[src/hdl/iobf_pkg.sv]
package iobf_pkg;
   // Register byte offsets
   localparam logic [7:0] OFS_CTRL = 8'h00;
   localparam logic [7:0] OFS_RETRY = 8'h04;
   localparam logic [7:0] OFS_NONCRIT = 8'h08;
   localparam logic [7:0] OFS_STATUS = 8'h0C;
   localparam logic [7:0] OFS_IRQ_STAT = 8'h10;
   localparam logic [7:0] OFS_IRQ_MASK = 8'h14;
   localparam logic [7:0] OFS_CFG_STORED = 8'h18;
   localparam logic [7:0] OFS_CFG_ACTUAL = 8'h1C;
   localparam logic [7:0] OFS_CMD = 8'h20;
   // Field positions
   localparam int RETRY_CONT_BIT = 7;
   localparam int CTRL_CHECK_BIT = 0;
   localparam int CMD_KEEP_BIT = 0;
   localparam int CMD_ACCEPT_BIT = 1;
   localparam int CMD_STORE_BIT = 2;
   localparam int CMD_POWERUP_BIT = 3;
   localparam int CMD_INIT_BIT = 4;
   localparam int EV_PARITY = 0;
   localparam int EV_STOP = 1;
   localparam int EV_CFG_CHG = 2;
   localparam int EV_TOLERATED = 3;
   localparam int NUM_EV = 4;
   // Reset values
   localparam logic [7:0] RETRY_RESET = 8'h03;
   localparam logic [7:0] NONCRIT_RESET = 8'h00;
   localparam logic [31:0] CFG_RESET = 32'h0000_0000;
   // Bus responses
   localparam logic [1:0] RESP_OKAY = 2'b00;
   localparam logic [1:0] RESP_SLVERR = 2'b10;
endpackage : iobf_pkg

[src/hdl/iobf_xfer_if.sv]
`timescale 1ns/1ns
`default_nettype none
// Transfer outcome reports from the scan to the fault policy engine
interface iobf_xfer_if;
   logic done;
   logic ok;
   logic [2:0] base_id;
   logic next_addr;
   logic halt;
   logic parity_err;
   logic tolerated;
   modport src (output done, output ok, output base_id,
      input next_addr, input halt, input parity_err, input tolerated);
   modport eng (input done, input ok, input base_id,
      output next_addr, output halt, output parity_err, output tolerated);
endinterface : iobf_xfer_if
`default_nettype wire

[src/hdl/iobf_retry.sv]
`timescale 1ns/1ns
`default_nettype none
// Per-transfer retry counter and stop/continue/tolerate policy
module iobf_retry
   import iobf_pkg::*;
(
   input wire logic clk,
   input wire logic srst,
   input wire logic [7:0] retry_cfg,
   input wire logic [7:0] noncrit,
   iobf_xfer_if.eng xf
);
   logic [4:0] tries;
   logic [4:0] limit;
   wire fail = xf.done && !xf.ok;
   wire exhausted = fail && (tries >= limit);
   wire is_noncrit = noncrit[xf.base_id];
   wire cont_mode = retry_cfg[RETRY_CONT_BIT];
   // Limit is the retry count; total attempts = retries + 1
   assign limit = {1'b0, retry_cfg[3:0]};
   // clear count on success or move on
   always_ff @(posedge clk)
   begin
      if (srst || (xf.done && xf.ok) || exhausted)
         tries <= 5'h00;
      else if (fail)
         tries <= tries + 5'h01;
   end
   // parity error once retries spent
   always_ff @(posedge clk)
   begin
      if (srst)
      begin
         xf.parity_err <= 1'b0;
         xf.next_addr <= 1'b0;
         xf.halt <= 1'b0;
         xf.tolerated <= 1'b0;
      end
      else
      begin
         xf.parity_err <= exhausted;
         // continue mode resumes at next address
         // non-critical base never stops the run
         xf.next_addr <= exhausted && (cont_mode || is_noncrit);
         // stop mode halts
         // critical base fault halts in stop mode only
         xf.halt <= exhausted && !cont_mode && !is_noncrit;
         xf.tolerated <= exhausted && is_noncrit;
      end
   end
   a_halt_cause: assert property (@(posedge clk) disable iff (srst)
      xf.halt |-> $past(exhausted) && !$past(cont_mode))
      else $error("halt without exhausted retries in stop mode");
   a_cont_cause: assert property (@(posedge clk) disable iff (srst)
      $past(exhausted) && $past(cont_mode) |-> xf.next_addr && !xf.halt)
      else $error("continue mode failed to resume");
   a_noncrit_run: assert property (@(posedge clk) disable iff (srst)
      $past(exhausted) && $past(is_noncrit) |-> !xf.halt)
      else $error("non-critical base halted the run");
   a_tries_clear: assert property (@(posedge clk) disable iff (srst)
      xf.done && xf.ok |=> tries == 5'h00)
      else $error("retry count not cleared after success");
endmodule : iobf_retry
`default_nettype wire

[src/hdl/iobf_top.sv]
// Notes on behaviour
// Retry count is 4-bit, 0..F, defaulting to three.
// All attempts failing flags an I/O parity error.
// Retry byte top bit clear: halt when retries run out.
// Top bit set: keep running, continue scan at next address.
// Fault in critical base: stop and record error. Code halts on it only in stop mode, not in continue mode.
// Non-critical bitmap starts all clear; every base critical.
// Bit n of 8-bit mask marks base n non-critical.
// Faults on non-critical bases never stop the device.
// Power-up check flags config change when actual differs.
// Keep-stored command lets program run, maps unchanged.
// Accept or store clears error, adopts actual, rewrites stored.
// Write-protected cartridge: accepted config lasts to power cycle.
// Load/store moves assignment map, type map and watchdog.
// Full initialization enables power-up config checking.
// Retry counter clears on success or moving to next address.
`timescale 1ns/1ns
`default_nettype none
module iobf_top
   import iobf_pkg::*;
(
   input wire logic clk,
   input wire logic srst,
   // AXI4-Lite slave
   input wire logic [7:0] s_axi_awaddr,
   input wire logic s_axi_awvalid,
   output logic s_axi_awready,
   input wire logic [31:0] s_axi_wdata,
   input wire logic [3:0] s_axi_wstrb,
   input wire logic s_axi_wvalid,
   output logic s_axi_wready,
   output logic [1:0] s_axi_bresp,
   output logic s_axi_bvalid,
   input wire logic s_axi_bready,
   input wire logic [7:0] s_axi_araddr,
   input wire logic s_axi_arvalid,
   output logic s_axi_arready,
   output logic [31:0] s_axi_rdata,
   output logic [1:0] s_axi_rresp,
   output logic s_axi_rvalid,
   input wire logic s_axi_rready,
   // I/O bus transfer outcomes, from scan logic on clk
   input wire logic xfer_done,
   input wire logic xfer_ok,
   input wire logic [2:0] xfer_base_id,
   output logic scan_next_addr,
   output logic cpu_halt,
   output logic cfg_write_en,
   output logic irq
);
   import iobf_pkg::*;

   iobf_xfer_if xf ();

   logic [7:0] retry_cfg;
   logic [7:0] noncrit;
   logic check_en;
   logic cfg_chg_err;
   logic run_allowed;
   logic stopped;
   logic wprot;
   logic [31:0] cfg_stored;
   logic [31:0] cfg_actual;
   logic [31:0] cfg_working;
   logic [NUM_EV-1:0] irq_stat;
   logic [NUM_EV-1:0] irq_mask;
   logic [NUM_EV-1:0] ev;
   logic [7:0] aw_addr;
   logic [31:0] w_data;
   logic [3:0] w_strb;
   logic aw_held;
   logic w_held;

   // Write channel decode; address and data may arrive in any order
   wire aw_fire = s_axi_awvalid && s_axi_awready;
   wire w_fire = s_axi_wvalid && s_axi_wready;
   wire [7:0] wa = aw_fire ? s_axi_awaddr : aw_addr;
   wire [31:0] wd = w_fire ? s_axi_wdata : w_data;
   wire [3:0] ws = w_fire ? s_axi_wstrb : w_strb;
   wire have_aw = aw_fire || aw_held;
   wire have_w = w_fire || w_held;
   wire wr_go = have_aw && have_w && !s_axi_bvalid;
   wire wr_b0 = wr_go && ws[0];
   wire wr_ctrl = wr_b0 && (wa == OFS_CTRL);
   wire wr_retry = wr_b0 && (wa == OFS_RETRY);
   wire wr_noncrit = wr_b0 && (wa == OFS_NONCRIT);
   wire wr_istat = wr_b0 && (wa == OFS_IRQ_STAT);
   wire wr_imask = wr_b0 && (wa == OFS_IRQ_MASK);
   wire wr_actual = wr_go && (ws == 4'hF) && (wa == OFS_CFG_ACTUAL);
   wire wr_cmd = wr_b0 && (wa == OFS_CMD);
   wire wr_known = (wa == OFS_CTRL) || (wa == OFS_RETRY) ||
      (wa == OFS_NONCRIT) || (wa == OFS_IRQ_STAT) ||
      (wa == OFS_IRQ_MASK) || (wa == OFS_CFG_ACTUAL) || (wa == OFS_CMD);
   wire cmd_keep = wr_cmd && wd[CMD_KEEP_BIT];
   wire cmd_accept = wr_cmd && (wd[CMD_ACCEPT_BIT] || wd[CMD_STORE_BIT]);
   wire cmd_powerup = wr_cmd && wd[CMD_POWERUP_BIT];
   wire cmd_init = wr_cmd && wd[CMD_INIT_BIT];
   wire cfg_differs = cfg_actual != cfg_stored;

   // Write handshake holding registers
   always_ff @(posedge clk)
   begin
      if (srst)
      begin
         aw_held <= 1'b0;
         w_held <= 1'b0;
         aw_addr <= 8'h00;
         w_data <= 32'h0000_0000;
         w_strb <= 4'h0;
      end
      else
      begin
         if (aw_fire)
            aw_addr <= s_axi_awaddr;
         if (w_fire)
         begin
            w_data <= s_axi_wdata;
            w_strb <= s_axi_wstrb;
         end
         aw_held <= have_aw && !wr_go;
         w_held <= have_w && !wr_go;
      end
   end

   // Each ready only while its own channel has nothing parked and no response is pending, so each write is one beat
   always_ff @(posedge clk)
   begin
      if (srst)
      begin
         s_axi_awready <= 1'b0;
         s_axi_wready <= 1'b0;
         s_axi_bvalid <= 1'b0;
         s_axi_bresp <= RESP_OKAY;
      end
      else
      begin
         s_axi_awready <= !have_aw && !s_axi_bvalid && !aw_fire;
         s_axi_wready <= !have_w && !s_axi_bvalid && !w_fire;
         if (wr_go)
         begin
            s_axi_bvalid <= 1'b1;
            s_axi_bresp <= wr_known ? RESP_OKAY : RESP_SLVERR;
         end
         else if (s_axi_bready)
            s_axi_bvalid <= 1'b0;
      end
   end

   // retry setting, default three
   // all bases critical from reset
   // one bit per base identifier
   always_ff @(posedge clk)
   begin
      if (srst)
      begin
         retry_cfg <= RETRY_RESET;
         noncrit <= NONCRIT_RESET;
      end
      else
      begin
         if (wr_retry)
            retry_cfg <= {wd[RETRY_CONT_BIT], 3'h0, wd[3:0]};
         if (wr_noncrit)
            noncrit <= wd[7:0];
      end
   end

   // Retry engine
   assign xf.done = xfer_done;
   assign xf.ok = xfer_ok;
   assign xf.base_id = xfer_base_id;
   iobf_retry u_retry (
      .clk(clk),
      .srst(srst),
      .retry_cfg(retry_cfg),
      .noncrit(noncrit),
      .xf(xf)
   );

   // Configuration state; wprot from control reg bit 1
   // power-up compare flags change
   // keep-stored runs program, maps untouched
   // accept adopts actual and rewrites
   // protected cartridge keeps stored copy
   // full init enables checking
   always_ff @(posedge clk)
   begin
      if (srst)
      begin
         check_en <= 1'b1;
         wprot <= 1'b0;
         cfg_chg_err <= 1'b0;
         run_allowed <= 1'b1;
         cfg_stored <= CFG_RESET;
         cfg_actual <= CFG_RESET;
         cfg_working <= CFG_RESET;
         cfg_write_en <= 1'b0;
      end
      else
      begin
         cfg_write_en <= 1'b0;
         if (wr_ctrl)
         begin
            check_en <= wd[CTRL_CHECK_BIT];
            wprot <= wd[1];
         end
         if (cmd_init)
            check_en <= 1'b1;
         if (wr_actual)
            cfg_actual <= wd;
         if (cmd_powerup)
         begin
            cfg_working <= cfg_stored;
            cfg_chg_err <= check_en && cfg_differs;
            run_allowed <= !(check_en && cfg_differs);
         end
         else if (cmd_accept)
         begin
            cfg_chg_err <= 1'b0;
            run_allowed <= 1'b1;
            cfg_working <= cfg_actual;
            if (!wprot)
            begin
               cfg_stored <= cfg_actual;
               // store moves maps and watchdog
               cfg_write_en <= 1'b1;
            end
         end
         else if (cmd_keep)
         begin
            cfg_chg_err <= 1'b0;
            run_allowed <= 1'b1;
         end
      end
   end

   // Stopped state latches on halt until power-up; a halt wins a tie
   always_ff @(posedge clk)
   begin
      if (srst || (cmd_powerup && !xf.halt))
         stopped <= 1'b0;
      else if (xf.halt)
         stopped <= 1'b1;
   end

   // Events and sticky status; set wins over clear
   assign ev[EV_PARITY] = xf.parity_err;
   assign ev[EV_STOP] = xf.halt;
   assign ev[EV_CFG_CHG] = cmd_powerup && check_en && cfg_differs;
   assign ev[EV_TOLERATED] = xf.tolerated;
   always_ff @(posedge clk)
   begin
      if (srst)
      begin
         irq_stat <= '0;
         irq_mask <= '0;
         irq <= 1'b0;
      end
      else
      begin
         irq_stat <= (irq_stat & ~(wr_istat ? wd[NUM_EV-1:0] : '0)) | ev;
         if (wr_imask)
            irq_mask <= wd[NUM_EV-1:0];
         irq <= |(irq_stat & irq_mask);
      end
   end

   // Outputs to scan and CPU from flops
   always_ff @(posedge clk)
   begin
      if (srst)
      begin
         scan_next_addr <= 1'b0;
         cpu_halt <= 1'b0;
      end
      else
      begin
         scan_next_addr <= xf.next_addr;
         cpu_halt <= stopped || xf.halt || !run_allowed;
      end
   end

   // Read channel
   wire rd_go = s_axi_arvalid && s_axi_arready;
   logic [31:0] rd_mux;
   logic rd_ok;
   always_comb
   begin
      rd_ok = 1'b1;
      unique case (s_axi_araddr)
         OFS_CTRL: rd_mux = {30'h0, wprot, check_en};
         OFS_RETRY: rd_mux = {24'h0, retry_cfg};
         OFS_NONCRIT: rd_mux = {24'h0, noncrit};
         OFS_STATUS: rd_mux = {28'h0, run_allowed, cfg_chg_err,
            stopped, xf.parity_err};
         OFS_IRQ_STAT: rd_mux = {28'h0, irq_stat};
         OFS_IRQ_MASK: rd_mux = {28'h0, irq_mask};
         OFS_CFG_STORED: rd_mux = cfg_stored;
         OFS_CFG_ACTUAL: rd_mux = cfg_working;
         default:
         begin
            rd_mux = 32'h0000_0000;
            rd_ok = 1'b0;
         end
      endcase
   end
   always_ff @(posedge clk)
   begin
      if (srst)
      begin
         s_axi_arready <= 1'b0;
         s_axi_rvalid <= 1'b0;
         s_axi_rdata <= 32'h0000_0000;
         s_axi_rresp <= RESP_OKAY;
      end
      else
      begin
         s_axi_arready <= !s_axi_rvalid && !rd_go;
         if (rd_go)
         begin
            s_axi_rvalid <= 1'b1;
            s_axi_rdata <= rd_mux;
            s_axi_rresp <= rd_ok ? RESP_OKAY : RESP_SLVERR;
         end
         else if (s_axi_rready)
            s_axi_rvalid <= 1'b0;
      end
   end

   a_cfg_flag: assert property (@(posedge clk) disable iff (srst)
      cmd_powerup && check_en && cfg_differs |=> cfg_chg_err)
      else $error("config change not flagged at power-up");
   a_keep_maps: assert property (@(posedge clk) disable iff (srst)
      cmd_keep && !cmd_accept && !cmd_powerup |=> $stable(cfg_stored))
      else $error("keep command altered stored map");
   a_accept_adopt: assert property (@(posedge clk) disable iff (srst)
      cmd_accept && !cmd_powerup |=> !cfg_chg_err &&
      cfg_working == $past(cfg_actual))
      else $error("accept did not adopt actual config");
   a_wprot_keep: assert property (@(posedge clk) disable iff (srst)
      cmd_accept && wprot |=> $stable(cfg_stored) && !cfg_write_en)
      else $error("protected cartridge was rewritten");
   a_init_check: assert property (@(posedge clk) disable iff (srst)
      cmd_init |=> check_en)
      else $error("init did not enable config check");
   a_parity_irq: assert property (@(posedge clk) disable iff (srst)
      xf.parity_err |=> irq_stat[EV_PARITY])
      else $error("parity event not recorded");
   a_stop_state: assert property (@(posedge clk) disable iff (srst)
      xf.halt |=> stopped && cpu_halt)
      else $error("halt did not reach stopped state");
   a_retry_dflt: assert property (@(posedge clk) disable iff (srst)
      $past(srst) |-> retry_cfg == RETRY_RESET && noncrit == 8'h00)
      else $error("retry or mask reset value wrong");
endmodule : iobf_top
`default_nettype wire

[config.mk]
export PLATFORM = sky130hd
export DESIGN_NAME = iobf_top
export DESIGN_NICKNAME = d
export VERILOG_FILES = /design/src/hdl/iobf_pkg.sv /design/src/hdl/iobf_xfer_if.sv /design/src/hdl/iobf_retry.sv /design/src/hdl/iobf_top.sv
export SDC_FILE = /design/constraint.sdc
export NUM_CORES = 1
export LEC_CHECK = 0
export BUFFER_PORTS_ARGS = -buffer_cell sky130_fd_sc_hd__buf_4
export CORE_ASPECT_RATIO = 1.5
export CORE_MARGIN = 2
export CORE_UTILIZATION = 30
export DETAILED_ROUTE_END_ITERATION = 12
export GPL_ROUTABILITY_DRIVEN = 1
export HOLD_SLACK_MARGIN = 0.12
export PLACE_DENSITY = 0.56
export SYNTH_ARGS = -nofsm -noshare
export SYNTH_HDL_FRONTEND = slang
export SYNTH_HIERARCHICAL = 1
export SYNTH_SLANG_ARGS = --single-unit
[constraint.sdc]
create_clock -name clk -period 3 [get_ports clk]
set_input_delay 0.6 -clock clk [delete_from_list [all_inputs] [get_ports clk]]
set_output_delay 0.6 -clock clk [all_outputs]
set_load 0.02 [all_outputs]
==> flow_metrics.tcl <==
set metrics [dict create \
    worstSetupStartpointType "register" \
    die_h_um 228 \
    first_pass_iters 5 \
    placed_area_um2 11300 \
    synth_edf_count 0 \
    min_period_ns 2.55 \
    setup_viol 0 \
    grt_util_met3_pct 2.05 \
    drtAntennaViolNets 0 \
    worstPathMaxFanout 26 \
    cp.arrival_ns 3.00 \
    crit_path_start "s_axi_awready$_SDFF_PP0_" \
    die_width_um 153 \
    drc 0 \
    r2r_setup_slack_ns 0.45 \
    irDropWorstVdd_mv 0.318 \
    crit_type "reg -> reg" \
    syn_area_per_cell_um2 9.11 \
    yosysWarnings 6 \
    nets 1245 \
    synth_cell_type_count 68 \
    rr_startpoint "s_axi_awready$_SDFF_PP0_" \
    hp-class "in -> reg" \
    io_pins 109 \
    first_iter_violations 647 \
    grt_pass1_vias 8360 \
    r2r_end "cfg_actual[7]$_SDFFE_PP0P_" \
    r2r_cells 6 \
    wl_per_cell_um 19.0 \
    post_cts_resize_count 0 \
    cts-htree-levels 1 \
    place_congestion 0.840 \
    area_growth_pct 20.4 \
    die_area_um2 34900 \
    skew_ns 0.0267 \
    synth_area_leaders "dfxtp_1 (44%), a21oi_1 (5.7%), nand2_1 (5.4%)" \
    tns_ns 0 \
    clkLatencyLatePin_ns 0.53 \
    grt_pass1_wl_um 48000 \
    gr-total-overflow 0 \
    post_cts_buffers 0 \
    clkTransAtPathRegs_ns 0.06 \
    busiest_layer "met2" \
    seq_area_frac_synth_pct 43.9 \
    yosys.area.top_type "dfxtp_1" \
    routed_wl_um 30700 \
    rsz0062_at_grt "no" \
    cts_buffers 23 \
    synth_cells 1101 \
    slew_violations 0 \
    ys_ff_latch 220 \
    hp-start "s_axi_awaddr[7]" \
    final-hold-violation-count 0 \
    vias_per_cell 5.28 \
    grt_usage_pct 17.1 \
    grt_max_degree 49 \
    p_leak_nw 4.57 \
    core_area_um2 33100 \
    vias 8520 \
    port_buffers 106 \
    worstHoldPathCells 3 \
    crit_required_ns 3.44 \
    cts_tree "done" \
    fmax_mhz 392 \
    async_flop_share_pct 0 \
    initial_core_util_pct 30.3 \
    finalCritPeriodShare_pct 85.1 \
    diodes 0 \
    tightest_slew_ns 0.767 \
    cts.sinks 220 \
    cts-root-buf "clkbuf_16" \
    synth_top_area_share_pct 43.9 \
    worstHoldEndpoint "aw_addr[7]$_SDFF_PP0_" \
    slew-limit-headroom_pct 48.8 \
    met1_usage_pct 19.4 \
    cp-end-kind "register" \
    ys.flop_type "dfxtp_1" \
    use_met2_pct 31.9 \
    drive_above_1_share_pct 21.0 \
    power_density_nw_per_um2 540 \
    hpwl_um 21400 \
    cap_violations 0 \
    status "complete, no violations" \
    postCtsHoldBufs 0 \
    cts.path.max_buffers 3 \
    placementRows 82 \
    antenna_found_initial 0 \
    netlist_area_um2 10000 \
    postLayoutCellArea_um2 12100 \
]
[layout make-up]
type,count,area [um2]
clock buffers,28,624
multi-input cells,766,5120
flip-flops and latches,220,4400
well taps,420,526
repair buffers,143,1150
inverters,22,82.6
clock inverters,14,174
fillers,3412,21100
[routing by layer]
metal  up-vias  wire, um
li1       4101         -
met1      4129     11800
met2       242     16500
met3        48      1230
met4         0      1140
met5         -         0
[cells in the final DEF (no fill, tap or decap), types with 4 or more instances in the layout]
| cell type | instances |
|---|---|
| dfxtp_1 | 220 |
| a311oi_1 | 9 |
| or3_1 | 5 |
| nand3_1 | 66 |
| a311oi_2 | 20 |
| a22oi_1 | 29 |
| mux2i_1 | 42 |
| or2_2 | 6 |
| a221oi_1 | 6 |
| a21oi_1 | 114 |
| buf_12 | 6 |
| o21ai_0 | 32 |
| bufinv_16 | 4 |
| clkbuf_16 | 23 |
| a211oi_1 | 11 |
| xor2_1 | 33 |
| ha_1 | 5 |
| a22o_1 | 6 |
| and2_1 | 6 |
| nand2_1 | 143 |
| o31ai_1 | 37 |
| nand4_1 | 4 |
| o21ai_1 | 34 |
| nor2_1 | 22 |
| inv_1 | 22 |
| nor3_1 | 7 |
| mux2_2 | 6 |
| a221o_1 | 5 |
| buf_4 | 137 |
| mux2_4 | 19 |
| nor4_1 | 11 |
| nor2b_1 | 32 |
| mux2_1 | 5 |
| nand2b_1 | 5 |
| clkinv_2 | 9 |
[worst max-delay path, cell delays in order (launching register included)]
cell and delay, ns:
dfxtp_1 0.46, and2_1 0.38, nand2_2 0.12, a211oi_2 0.24, and3_2 0.73, buf_4 0.32, mux2i_1 0.20
[report_power, final]
| group | internal, mW | leakage [nW] | switching, mW |
|---|---|---|---|
| sequential | 2.96 | 1.78 | 0.0275 |
| clock | 1.83 | 0.404 | 1.22 |
| combinational | 0.171 | 2.39 | 0.318 |
[synthesized netlist by cell type (all sizes together), types with 6 or more instances]
| cell type | number |
|---|---|
| clkbuf | 65 |
| mux2i | 43 |
| inv | 22 |
| nand2 | 144 |
| a22o | 6 |
| mux2 | 30 |
| o31ai | 37 |
| nor4 | 11 |
| nor2 | 22 |
| a22oi | 29 |
| nor3 | 8 |
| a211oi | 14 |
| buf | 29 |
| nand3 | 67 |
| o21ai | 66 |
| xor2 | 33 |
| nor2b | 32 |
| a21oi | 115 |
| a221oi | 6 |
| or2 | 7 |
| a311oi | 29 |
| dfxtp | 220 |
| and2 | 6 |
[how the worst max path moves through the flow]
stage / end / slack, ns / depth (start not counted)
after floorplan: cfg_working[16]$_SDFFE_PP0P_ / 0.59 / 8
after global placement: cfg_actual[4]$_SDFFE_PP0P_ / 0.23 / 7
after detailed placement: cfg_actual[3]$_SDFFE_PP0P_ / 0.18 / 7
after CTS: cfg_actual[7]$_SDFFE_PP0P_ / 0.43 / 6
after global routing: cfg_actual[3]$_SDFFE_PP0P_ / 0.23 / 6
final: cfg_actual[7]$_SDFFE_PP0P_ / 0.45 / 6
[logic make-up after synthesis]
logic type	Yosys count	synth area share, %
adder cells (fa/ha/maj)	5	0.624
AND/OR/NAND/NOR	326	15.6
XOR/XNOR	34	2.97
other	1	0.0374
buffers and inverters	116	5.54
AO/OA/AOI/OAI	324	22.5
multiplexers	75	8.82
flip-flops	220	43.9
[stage by stage]
step / util, % / hold WS [ns] / total power, mW / setup WS [ns] / cells
2_1_floorplan: - / 0.411 / 3.33 / 0.594 / 1102
3_3_place_gp: 34.0 / 0.421 / 3.54 / 0.234 / 1571
3_5_place_dp: 34.0 / 0.430 / 3.55 / 0.178 / 1571
4_1_cts: 36.4 / 0.304 / 6.61 / 0.427 / 1613
5_1_grt: 36.4 / 0.321 / 6.76 / 0.230 / 1613
6_report: 36.4 / 0.322 / 6.53 / 0.446 / 1613
[sequential cells by signal, summed over array words and instances, names as in the netlist, 5 cells and up]
| register | count |
|---|---|
| retry_cfg | 5 |
| u_retry/tries | 5 |
| aw_addr | 8 |
| cfg_actual | 32 |
| cfg_working | 32 |
| noncrit | 8 |
| s_axi_rdata | 32 |
| cfg_stored | 32 |
| w_data | 32 |
(Power assumes the default switching activity.)
